### config.mk
export PLATFORM = sky130hd
export DESIGN_NAME = sfr_write_guard
export DESIGN_NICKNAME = d
export VERILOG_FILES = /design/src/hdl/sfr_guard_pkg.sv /design/src/hdl/sfr_write_guard.sv /design/src/hdl/guard_reg.sv /design/src/hdl/port_pad_ctrl.sv
export SDC_FILE = /design/constraint.sdc
export NUM_CORES = 1
export LEC_CHECK = 0
export ABC_CLOCK_PERIOD_IN_PS = 2700
export BUFFER_PORTS_ARGS = -buffer_cell sky130_fd_sc_hd__buf_2
export CELL_PAD_IN_SITES_DETAIL_PLACEMENT = 1
export CELL_PAD_IN_SITES_GLOBAL_PLACEMENT = 2
export CORE_MARGIN = 10
export CORE_UTILIZATION = 40
export DETAILED_ROUTE_END_ITERATION = 7
export PLACE_DENSITY_LB_ADDON = 0.1
export SLEW_MARGIN = 10
export SYNTH_ARGS = -nofsm -noshare
export SYNTH_HDL_FRONTEND = slang
export SYNTH_SLANG_ARGS = --single-unit
### constraint.sdc
create_clock -name pclk -period 2.7 [get_ports pclk]
set_clock_uncertainty 0.15 [all_clocks]
set_input_delay 0.405 -clock pclk [delete_from_list [all_inputs] [get_ports pclk]]
set_output_delay 0.405 -clock pclk [all_outputs]
set_load 0.01 [all_outputs]
### src/hdl/sfr_guard_pkg.sv
package sfr_guard_pkg;
  // Register byte offsets (one aligned 32-bit word each)
  localparam logic [7:0] ACCESS_GUARD_CONTROL_OFS    = 8'h00;
  localparam logic [7:0] PORT_DIRECTION_OFS          = 8'h04;
  localparam logic [7:0] PULLUP_ENABLE_OFS           = 8'h08;
  localparam logic [7:0] INPUT_BUFFER_MODE_OFS       = 8'h0C;
  localparam logic [7:0] OUTPUT_DRIVE_MODE_OFS       = 8'h10;
  localparam logic [7:0] PIN_MODE_CONTROL_OFS        = 8'h14;
  localparam logic [7:0] INPUT_THRESHOLD_OFS         = 8'h18;
  localparam logic [7:0] ANALOG_PORT_CONFIG_OFS      = 8'h1C;
  localparam logic [7:0] PIN_REDIRECTION_OFS         = 8'h20;
  localparam logic [7:0] PORT_OUTPUT_LATCH_OFS       = 8'h24;
  localparam logic [7:0] PORT_PIN_LEVEL_OFS          = 8'h28;
  localparam logic [7:0] IRQ_FLAG_OFS                = 8'h40;
  localparam logic [7:0] IRQ_MASK_OFS                = 8'h44;
  localparam logic [7:0] IRQ_PRIORITY_OFS            = 8'h48;
  localparam logic [7:0] RISING_EDGE_ENABLE_OFS      = 8'h4C;
  localparam logic [7:0] FALLING_EDGE_ENABLE_OFS     = 8'h50;
  localparam logic [7:0] OSC_CONTROL_OFS             = 8'h80;
  localparam logic [7:0] CLOCK_SELECT_OFS            = 8'h84;
  localparam logic [7:0] PERIPH_ENABLE_OFS           = 8'h88;
  localparam logic [7:0] PLL_CONTROL_OFS             = 8'h8C;
  localparam logic [7:0] MAIN_CLOCK_DIVIDER_OFS      = 8'h90;
  localparam logic [7:0] VOLTAGE_DETECT_MODE_OFS     = 8'h94;
  localparam logic [7:0] VOLTAGE_DETECT_LEVEL_OFS    = 8'h98;
  // Guard control fields
  localparam int         CLOCK_GROUP_GUARD_BIT       = 0;
  localparam int         INTERRUPT_GROUP_GUARD_BIT   = 1;
  localparam int         PORT_GROUP_GUARD_BIT        = 2;
  localparam int         GUARD_BITS                  = 3;
  localparam logic [2:0] ACCESS_GUARD_CONTROL_RESET  = 3'h0;
  // Register reset values
  localparam logic [7:0] PORT_DIRECTION_RESET        = 8'hFF;
  localparam logic [7:0] IRQ_MASK_RESET              = 8'hFF;
  localparam logic [7:0] IRQ_PRIORITY_RESET          = 8'hFF;
  localparam logic [7:0] MAIN_CLOCK_DIVIDER_RESET    = 8'h01;
  localparam logic [7:0] GENERIC_RESET               = 8'h00;
  // Register group codes
  typedef enum logic [1:0] {
    GROUP_NONE  = 2'b00,
    GROUP_PORT  = 2'b01,
    GROUP_IRQ   = 2'b10,
    GROUP_CLOCK = 2'b11
  } reg_group_e;
endpackage

### src/hdl/sfr_write_guard.sv
// Design decisions made here: the register offsets and the APB interface to the registers.
module sfr_write_guard
  import sfr_guard_pkg::*;
#(
  parameter int         PINS        = 8,
  parameter logic [7:0] INPUT_ONLY  = 8'h02,
  parameter logic [7:0] OUTPUT_ONLY = 8'h01
) (
  // APB
  input  wire logic        pclk,
  input  wire logic        presetn,
  input  wire logic        psel,
  input  wire logic        penable,
  input  wire logic        pwrite,
  input  wire logic [11:0] paddr,
  input  wire logic [31:0] pwdata,
  output logic      [31:0] prdata,
  output logic             pready,
  output logic             pslverr,
  // Port pins
  input  wire logic [PINS-1:0] pad_in,
  output logic      [PINS-1:0] pad_out,
  output logic      [PINS-1:0] pad_oe,
  // Settings seen by other blocks
  output logic      [2:0]  guard_state,
  output logic      [7:0]  clock_select,
  output logic      [7:0]  irq_mask
);
  localparam int NREG = 22;

  if (PINS < 1 || PINS > 8) begin : g_pins_bad
    $error("PINS must be 1 to 8");
  end

  logic [2:0]  guard_r;
  logic [2:0]  guard_nxt;
  logic [31:0] prdata_r;
  logic        pready_r;
  logic        pslverr_r;
  logic [7:0]  regv [NREG];
  logic [7:0]  pin_level_r;
  logic [2:0]  guard_q_r;
  logic [7:0]  clock_select_r;
  logic [7:0]  irq_mask_r;

  // Register table: offset, group, reset value per entry
  localparam logic [7:0] OFS [NREG] = '{
    PORT_DIRECTION_OFS, PULLUP_ENABLE_OFS, INPUT_BUFFER_MODE_OFS, OUTPUT_DRIVE_MODE_OFS,
    PIN_MODE_CONTROL_OFS, INPUT_THRESHOLD_OFS, ANALOG_PORT_CONFIG_OFS, PIN_REDIRECTION_OFS,
    IRQ_FLAG_OFS, IRQ_MASK_OFS, IRQ_PRIORITY_OFS, RISING_EDGE_ENABLE_OFS, FALLING_EDGE_ENABLE_OFS,
    OSC_CONTROL_OFS, CLOCK_SELECT_OFS, PERIPH_ENABLE_OFS, PLL_CONTROL_OFS, MAIN_CLOCK_DIVIDER_OFS,
    VOLTAGE_DETECT_MODE_OFS, VOLTAGE_DETECT_LEVEL_OFS, PORT_OUTPUT_LATCH_OFS, ACCESS_GUARD_CONTROL_OFS};
  localparam reg_group_e GRP [NREG] = '{
    GROUP_PORT, GROUP_PORT, GROUP_PORT, GROUP_PORT, GROUP_PORT, GROUP_PORT, GROUP_PORT, GROUP_PORT,
    GROUP_IRQ, GROUP_IRQ, GROUP_IRQ, GROUP_IRQ, GROUP_IRQ,
    GROUP_CLOCK, GROUP_CLOCK, GROUP_CLOCK, GROUP_CLOCK, GROUP_CLOCK, GROUP_CLOCK, GROUP_CLOCK,
    GROUP_NONE, GROUP_NONE};
  localparam logic [7:0] RSTV [NREG] = '{
    PORT_DIRECTION_RESET, GENERIC_RESET, GENERIC_RESET, GENERIC_RESET, GENERIC_RESET, GENERIC_RESET,
    GENERIC_RESET, GENERIC_RESET, GENERIC_RESET, IRQ_MASK_RESET, IRQ_PRIORITY_RESET, GENERIC_RESET,
    GENERIC_RESET, GENERIC_RESET, GENERIC_RESET, GENERIC_RESET, GENERIC_RESET, MAIN_CLOCK_DIVIDER_RESET,
    GENERIC_RESET, GENERIC_RESET, GENERIC_RESET, GENERIC_RESET};

  // APB decode; every access takes one wait state and completes in its second access cycle
  wire        access   = psel && penable;
  wire        wr_cycle = access && pwrite && !pready_r;
  wire        rd_cycle = access && !pwrite && !pready_r;
  wire        word_ok  = (paddr[1:0] == 2'b00) && (paddr[11:8] == 4'h0);
  wire        guard_hit = word_ok && paddr[7:0] == ACCESS_GUARD_CONTROL_OFS;
  wire        level_hit = word_ok && paddr[7:0] == PORT_PIN_LEVEL_OFS;
  logic [NREG-1:0] hit;
  logic [NREG-1:0] grp_guarded;
  logic [7:0]      rd_mux;

  genvar g;
  for (g = 0; g < NREG - 1; g++) begin : g_reg
    assign hit[g] = word_ok && paddr[7:0] == OFS[g];
    assign grp_guarded[g] =
        (GRP[g] == GROUP_PORT  && guard_r[PORT_GROUP_GUARD_BIT])      ||
        (GRP[g] == GROUP_IRQ   && guard_r[INTERRUPT_GROUP_GUARD_BIT]) ||
        (GRP[g] == GROUP_CLOCK && guard_r[CLOCK_GROUP_GUARD_BIT]);
    guard_reg #(.RESET_VALUE(RSTV[g])) u_reg (
      .pclk    (pclk),
      .presetn (presetn),
      .wr_en   (wr_cycle && hit[g]),
      .guarded (grp_guarded[g]),
      .wr_data (pwdata[7:0]),
      .value   (regv[g])
    );
  end
  assign hit[NREG-1]         = guard_hit;
  assign grp_guarded[NREG-1] = 1'b0;
  assign regv[NREG-1]        = {5'h00, guard_r};

  // Guard bits written independently of each other; reset clears all
  assign guard_nxt = (wr_cycle && guard_hit) ? pwdata[GUARD_BITS-1:0] : guard_r;

  // Read mux ignores guards entirely
  always_comb begin
    rd_mux = 8'h00;
    for (int k = 0; k < NREG; k++) begin
      if (hit[k]) rd_mux = regv[k];
    end
    if (level_hit) rd_mux = pin_level_r;
  end

  wire unmapped = !((|hit) || level_hit);

  always_ff @(posedge pclk or negedge presetn) begin
    if (!presetn) begin
      guard_r <= ACCESS_GUARD_CONTROL_RESET;
    end else begin
      guard_r <= guard_nxt;
    end
  end

  always_ff @(posedge pclk or negedge presetn) begin
    if (!presetn) begin
      pready_r  <= 1'b0;
      pslverr_r <= 1'b0;
      prdata_r  <= 32'h0000_0000;
    end else begin
      pready_r  <= access && !pready_r;
      pslverr_r <= access && !pready_r && unmapped;
      prdata_r  <= rd_cycle ? {24'h00_0000, rd_mux} : 32'h0000_0000;
    end
  end

  always_ff @(posedge pclk or negedge presetn) begin
    if (!presetn) begin
      pin_level_r    <= 8'h00;
      guard_q_r      <= ACCESS_GUARD_CONTROL_RESET;
      clock_select_r <= GENERIC_RESET;
      irq_mask_r     <= IRQ_MASK_RESET;
    end else begin
      pin_level_r    <= 8'(pad_in);
      guard_q_r      <= guard_r;
      clock_select_r <= regv[14];
      irq_mask_r     <= regv[9];
    end
  end

  port_pad_ctrl #(
    .PINS        (PINS),
    .INPUT_ONLY  (INPUT_ONLY),
    .OUTPUT_ONLY (OUTPUT_ONLY)
  ) u_pads (
    .pclk       (pclk),
    .presetn    (presetn),
    .dir_input  (regv[0][PINS-1:0]),
    .open_drain (regv[3][PINS-1:0]),
    .latch      (regv[20][PINS-1:0]),
    .pad_out    (pad_out),
    .pad_oe     (pad_oe)
  );

  assign prdata       = prdata_r;
  assign pready       = pready_r;
  assign pslverr      = pslverr_r;
  assign guard_state  = guard_q_r;
  assign clock_select = clock_select_r;
  assign irq_mask     = irq_mask_r;

  guarded_write_a: assert property (@(posedge pclk) disable iff (!presetn)
    wr_cycle && hit[0] && guard_r[PORT_GROUP_GUARD_BIT] |=> $stable(regv[0]))
    else $error("guarded port write changed register");
  irq_guard_a: assert property (@(posedge pclk) disable iff (!presetn)
    wr_cycle && hit[9] && guard_r[INTERRUPT_GROUP_GUARD_BIT] |=> $stable(regv[9]))
    else $error("guarded irq write changed register");
  clock_guard_a: assert property (@(posedge pclk) disable iff (!presetn)
    wr_cycle && hit[14] && guard_r[CLOCK_GROUP_GUARD_BIT] |=> $stable(regv[14]))
    else $error("guarded clock write changed register");
  open_write_a: assert property (@(posedge pclk) disable iff (!presetn)
    wr_cycle && hit[14] && !guard_r[CLOCK_GROUP_GUARD_BIT] |=> regv[14] == $past(pwdata[7:0]))
    else $error("unguarded write lost");
  guarded_read_a: assert property (@(posedge pclk) disable iff (!presetn)
    rd_cycle && hit[0] |=> prdata[7:0] == $past(regv[0]) && pready)
    else $error("guarded read wrong");
  od_release_a: assert property (@(posedge pclk) disable iff (!presetn)
    regv[3][2] && regv[20][2] && !INPUT_ONLY[2] && !OUTPUT_ONLY[2] |=> !pad_oe[2])
    else $error("open-drain pin drove high");
  guard_reset_a: assert property (@(posedge pclk)
    $rose(presetn) |-> guard_r == 3'h0)
    else $error("guard not clear after reset");
endmodule

### src/hdl/guard_reg.sv
// One 8-bit guarded register: write only when the strobe is set and no guard.
module guard_reg
  import sfr_guard_pkg::*;
#(
  parameter logic [7:0] RESET_VALUE = 8'h00
) (
  // Clock and reset
  input  wire logic       pclk,
  input  wire logic       presetn,
  // Write side
  input  wire logic       wr_en,
  input  wire logic       guarded,
  input  wire logic [7:0] wr_data,
  // Contents
  output logic      [7:0] value
);
  logic [7:0] value_r;
  wire        accept = wr_en && !guarded;

  always_ff @(posedge pclk or negedge presetn) begin
    if (!presetn) begin
      value_r <= RESET_VALUE;
    end else if (accept) begin
      value_r <= wr_data;
    end
  end

  assign value = value_r;
endmodule

### src/hdl/port_pad_ctrl.sv
// Per-pin pad driver: direction, open-drain and fixed-function pins.
module port_pad_ctrl
  import sfr_guard_pkg::*;
#(
  parameter int         PINS        = 8,
  parameter logic [7:0] INPUT_ONLY  = 8'h00,
  parameter logic [7:0] OUTPUT_ONLY = 8'h00
) (
  // Clock and reset
  input  wire logic            pclk,
  input  wire logic            presetn,
  // Settings
  input  wire logic [PINS-1:0] dir_input,
  input  wire logic [PINS-1:0] open_drain,
  input  wire logic [PINS-1:0] latch,
  // Pad
  output logic      [PINS-1:0] pad_out,
  output logic      [PINS-1:0] pad_oe
);
  logic [PINS-1:0] pad_out_r;
  logic [PINS-1:0] pad_oe_r;
  logic [PINS-1:0] oe_nxt;
  logic [PINS-1:0] out_nxt;

  if (PINS < 1 || PINS > 8) begin : g_pins_bad
    $error("PINS must be 1 to 8");
  end
  if ((INPUT_ONLY & OUTPUT_ONLY) != 8'h00) begin : g_pins_clash
    $error("pin both input-only and output-only");
  end

  genvar i;
  for (i = 0; i < PINS; i++) begin : g_pin
    wire drive_wanted = OUTPUT_ONLY[i] || !dir_input[i];
    wire od_release   = open_drain[i] && !OUTPUT_ONLY[i] && latch[i];
    assign oe_nxt[i]  = !INPUT_ONLY[i] && drive_wanted && !od_release;
    assign out_nxt[i] = latch[i] && !od_release;
  end

  always_ff @(posedge pclk or negedge presetn) begin
    if (!presetn) begin
      pad_out_r <= '0;
      pad_oe_r  <= '0;
    end else begin
      pad_out_r <= out_nxt;
      pad_oe_r  <= oe_nxt;
    end
  end

  assign pad_out = pad_out_r;
  assign pad_oe  = pad_oe_r;

  input_only_a: assert property (@(posedge pclk) disable iff (!presetn)
    (pad_oe_r & PINS'(INPUT_ONLY)) == '0) else $error("input-only pin driven");
  // Pads load the first register values one edge after release
  output_only_a: assert property (@(posedge pclk) disable iff (!presetn)
    $past(presetn) |-> (pad_oe_r & PINS'(OUTPUT_ONLY)) == PINS'(OUTPUT_ONLY))
    else $error("output-only pin released");
endmodule

Word level (Yosys, flattened, before mapping) --
Cells that the tools add are included. W data, S select, Z words.
Storage, ports and cells: input port bits 57, word-level logic and storage cells 194, register bits after elaboration 247, output and inout port bits 69
Operators by class: mux-type cells 24, reduce and logical (&&, ||, !) cells 117, equality and inequality tests 22
Operator list (count):
- $mux W8 | 24
- $logic_and A1 B1 Y1 | 93
- $eq A8 B8 Y1 const B | 7
- $eq A8 B7 Y1 const B | 5
- $eq A8 B5 Y1 const B | 4
- $eq A8 B6 Y1 const B | 3
- $reduce_or A22 Y1 | 1
- $logic_not A1 Y1 | 19
- $eq A8 B4 Y1 const B | 2
- $eq A8 B3 Y1 const B | 1
- $logic_not A8 Y1 | 1
- $logic_not A4 Y1 | 1
- $logic_not A2 Y1 | 1
- $logic_or A1 B1 Y1 | 1

Longest topological paths before layout --
depth after elaboration 27, depth in mapped cells 10, mapped depth without buffers 7

Cells and area by module --
A second synthesis with hierarchy kept.
Unflattened totals: cell total of the unflattened synthesis 887, area, all modules 11439.7 um^2
By module, submodules not included:
- guard_reg at g_reg[11].u_reg ... | instances 17, area each 345.3 um^2, sequential area each 200.2 um^2, cells each 18
- sfr_write_guard | instances 1, area each 3654.8 um^2, sequential area each 1011.0 um^2, cells each 478
- guard_reg at g_reg[0].u_reg ... | instances 3, area each 355.3 um^2, sequential area each 210.2 um^2, cells each 18
- port_pad_ctrl | instances 1, area each 501.7 um^2, sequential area each 375.4 um^2, cells each 31
- guard_reg at g_reg[17].u_reg | instances 1, area each 346.6 um^2, sequential area each 201.4 um^2, cells each 18

Worst setup path before layout --
Ideal clock, no wire load.
path kind input to register, from input port paddr[9], to register g_reg[20].u_reg.value_r[0], setup time 0.125 ns, stages on the path 7, slack 0.353 ns, required time 2.425 ns, buffers on the path 2, arrival time 2.072 ns, cell sequence or4_1 -> buf_4 -> nor2_2 -> buf_4 -> nand3_2 -> nor2_4 -> mux2_2
On the way: word-level cells in the longest chain between the ends 4
RTL lines:
- start: declaration | RTL line sfr_write_guard.sv:15 | input wire logic [11:0] paddr,
- $logic_not A4 Y1 | RTL line sfr_write_guard.sv:68 | wire word_ok = (paddr[1:0] == 2'b00) && (paddr[11:8] == 4'h0);
- $logic_and A1 B1 Y1 | RTL line sfr_write_guard.sv:68
- $logic_and A1 B1 Y1 | RTL line sfr_write_guard.sv:77 | assign hit[g] = word_ok && paddr[7:0] == OFS[g];
- $logic_and A1 B1 Y1 | RTL line sfr_write_guard.sv:85 | .wr_en (wr_cycle && hit[g]),
- end signal: assignment | RTL line guard_reg.sv:24 | value_r <= wr_data;
- end: declaration | RTL line guard_reg.sv:17 | logic [7:0] value_r;
No other way between the ends. A chain may end at the register's enable or synchronous reset.

Worst setup path after layout --
from input port paddr[3], to register prdata_r[6] (netlist: prdata[6])
On the way: word-level cells in the longest chain between the ends 26, elaborated cells on any way between the ends 70, classes of those cells eq/ne: 22; mux: 24; reduce/logical: 24
RTL lines:
- $eq A8 B3 Y1 | RTL line sfr_write_guard.sv:77
- $logic_and A1 B1 Y1 | RTL line sfr_write_guard.sv:77
- $mux W8 (22 in series) | RTL line sfr_write_guard.sv:102 | if (hit[k]) rd_mux = regv[k];
- $mux W8 (*) | RTL line sfr_write_guard.sv:104 | if (level_hit) rd_mux = pin_level_r;
- $mux W8 (*) | RTL line sfr_write_guard.sv:125 | prdata_r <= rd_cycle ? {24'h00_0000, rd_mux} : 32'h0000_0000;
- end signal: assignment | RTL line sfr_write_guard.sv:125
- end: declaration | RTL line sfr_write_guard.sv:37 | logic [31:0] prdata_r;
Mark *: on every way between the ends. The rest lies on a longest branch, timed or not.

==> metrics.md <==
| Metric | Value |
|---|---|
| Outcome | finished, final reports clean |
| Core Box Area | 25980 um2 |
| Fin util | 50.19% |
| Area fraction of the dominant cell type after synthesis | 45.16% |
| FF/Latch Area | 5622 um2 |
| Async SR Flop Fraction | 100.0% |
| Slew at the pin with the worst max-slew slack | 701.3 ps |
| Crit path time final | 2580 ps |
| Worst Path Class, Setup | in2reg |
| Crit. Startpoint | paddr[3] |
| DRC | 0 |
| Clk_lat worst skew | 530 ps |
| Slew HR | 53.24% |
| Final Worst Setup Slack | 119.6 ps |
| Largest family of logic cells by synthesized area | multiplexers |
| Cell row count | 59 |
| Worst Path Arrival | 2840 ps |
| Main synth FF type | dfrtp_1 |
| Period utilisation layout | 95.57% |
| Reg2reg end | prdata[1] |
| Via/cell ratio | 5.749 |
| PortBufs | 76 |
| Reg2reg setup slack | 210 ps |
| ANT cells | 0 |
| 1st-pass router iterations | 6 |
| Top cells by area, synth | dfrtp_1 (45%), mux2_2 (19%), dfstp_2 (8.2%), buf_4 (2.6%), nand2_1 (1.4%) |
| FMAX | 387.5 MHz |
| Post_cts resized | 0 |
| Worst-path cell chain | buf_2, buf_4, nor4bb_1, buf_4, a22oi_1, nor2_1, buf_4, nand3_1, a311oi_1, buf_4, o21ai_1 |
| Pleak | 6.258 nW |
| DP Area | 12110 um2 |
| Dpl hpwl | 26690 um |
| CP Capture Point | prdata[6] |
| Global placement routability congestion | 0.9498 |
| Vias in the first global route | 8620 |
| Die area | 33210 um2 |
| Cell area after synthesis | 10530 um2 |
| Critical Path Source Type | primary input |
| Sink Count | 223 |
| Worst Path Required | 2960 ps |
| Commonest non-fill, non-tap cell in the layout | dfrtp_1 |
| Yosys reg bits | 223 |
| Yosys top cell by area | dfrtp_1 |
| Clock transition at path regs | 60 ps |
| Die W | 182.2 um |
| RSZ-0062 raised after global routing | no |
| Yosys Warn Count | 0 |
| Post-route cell area | 13040 um2 |
| Via count | 7962 |
| # setup viols final | 0 |
| Maxcap violations | 0 |
| Nets | 1088 |
| Tot Pwr | 7.313 mW |
| Initial Util | 40.52% |
| Hold WS | 168.2 ps |
| Netlist cell types | 80 |
| CTS Buf Count | 25 |
| Initial DRC count | 578 |
| Syn avg cell area | 12.75 um2 |
| Slowest CP cell | a311oi_1 |
| Element type at the critical path end | register |
| Die height | 182.2 um |
| DRT antenna net count | 0 |
| First-pass GRT wire length | 55420 um |
| Commonest cells after routing, fill and taps aside | dfrtp_1 (190), mux2_2 (182), buf_4 (135) |
| Slew Viols, Final | 0 |
| H-tree levels | 1 |
| Power density cells | 560.8 nW/um2 |
| Simple-gate share of the synthesized area | 10.92% |
| Share of layout cells above drive strength 1 | 49.05% |
| Num ports | 126 |
| Area share of fa/ha/maj cells after synthesis | 0% |
| Initial antenna violation count | 1 |
| Routed WL | 36720 um |
| Slowest Stage Delay on Critical Path | 450 ps |
| Synth Area in Compound Gates | 10.91% |
| Area delta synth->final | 23.86% |
| CTS Buffer Depth | 3 |
| Worst-case vdd ir drop | 0.5227 mV |
| Critical Path Most Common Cell | buf_4 |
| CTS tree | built |
| Mux cell area share after synthesis | 20.26% |
| Largest net degree at the start of global routing | 67 |
| GRT Residual Overflow | 0 |
| R2R Path Start | g_reg[0].u_reg.value[1] |
| Post-synth EDFFs | 0 |
| Root Buffer | clkbuf_16 |
| Hold Crit Class | in2reg |
| XOR/XNOR Fraction of Synth Area | 0.08318% |
| Place WS | -376.3 ps |
| Multi-input logic area | 4538 um2 |
| Layout fillers | 2771 |
| GRT Total Usage | 21.63% |
| Reg2Reg Depth | 7 |
| Final hold vios | 0 |
| Register area share after synthesis | 53.39% |
| Syn Inst Count | 826 |
| Max FO, Critical Path | 6 |
| Routed wire length per instance | 26.51 um |
==> worst min-delay path by stage <==
stage / startpoint / endpoint / slack, ps / depth (start not counted)
global route: pwrite / guard_r[0] / 180 / 3
detailed placement: presetn / g_reg[3].u_reg.value[7] / 220 / 1
floorplan: presetn / clock_select[0] / -40 / 0
finish: penable / pready / 170 / 4
CTS: penable / pready / 150 / 4
global placement: presetn / u_pads.pad_out[7] / 210 / 1
==> cells by family (layout without fill, tap and decap cells) <==
| kind of cell | count (synthesis) | in the layout |
|---|---|---|
| flops | 223 | 223 |
| mux | 189 | 189 |
| buf+inv | 75 | 275 |
| compound gates | 159 | 159 |
| simple gates | 177 | 177 |
| xor+xnor | 1 | 1 |
| other cells | 2 | 26 |
==> flip-flops by register name (all words and copies together) (netlist names) <==
name	flops
g.u_reg.value	168
clock_select	8
irq_mask	8
pin_level_r	8
prdata	8
u_pads.pad_out	8
u_pads.pad_oe	7
guard_r	3
guard_state	3
pready	1
pslverr	1
==> area by class of cell <==
type	count	share of cell area [%]
clock inverter	9	0.9690
sequential	223	43.11
inverter	3	0.08635
timing repair buffer	226	12.38
clock buffer	37	5.449
tap	335	3.214
multi-input combinational	552	34.80
==> what timing repair did <==
item                      CTS  global route
buffers inserted            0             0
hold buffers                9             0
hold endpoints to repair   60             0
==> metrics by stage <==
stage / std cells / TNS (ps)
after floorplan: 850 / 0
after global placement: 1330 / -1787
after detailed placement: 1330 / -2013
after CTS: 1385 / 0
after global routing: 1385 / 0
final: 1385 / 0
==> report_power, final <==
group	internal [mW]	switching, mW
logic	0.137	0.308
registers	3.35	0.00512
clock network	2.11	1.40
total	5.60	1.72
==> per-layer routing <==
metal / vias up / global-route usage, % / part of all wire, %
met5: - / 0 / 0.030
met1: 4205 / 29.59 / 46
met4: 2 / 6.183 / 2.4
li1: 3463 / - / -
met2: 234 / 34.68 / 46
met3: 58 / 3.462 / 5.4
==> worst max-delay path, delay by kind of cell <==
kind,cells,cell delay [ps]
and+or+nand+nor,3,840
buffers and inverters,5,940
AOI/OAI and AO/OA,3,660
==> cell usage after synthesis (5+ instances only) <==
cell / number
a22oi_1: 13
o21ai_0: 24
buf_4: 36
o221ai_1: 8
a21oi_1: 26
o22ai_1: 9
o21ai_1: 6
a31oi_1: 6
nand2_2: 6
dfstp_2: 33
mux2_2: 182
a221oi_1: 11
dfrtp_1: 190
clkbuf_1: 20
nor2_1: 36
nor3_1: 12
nand3_2: 6
nand3_1: 21
buf_2: 10
nor4b_4: 5
nor2b_1: 9
mux2i_1: 5
nand2_1: 38
o211ai_1: 6
(Power assumes the default switching activity.)
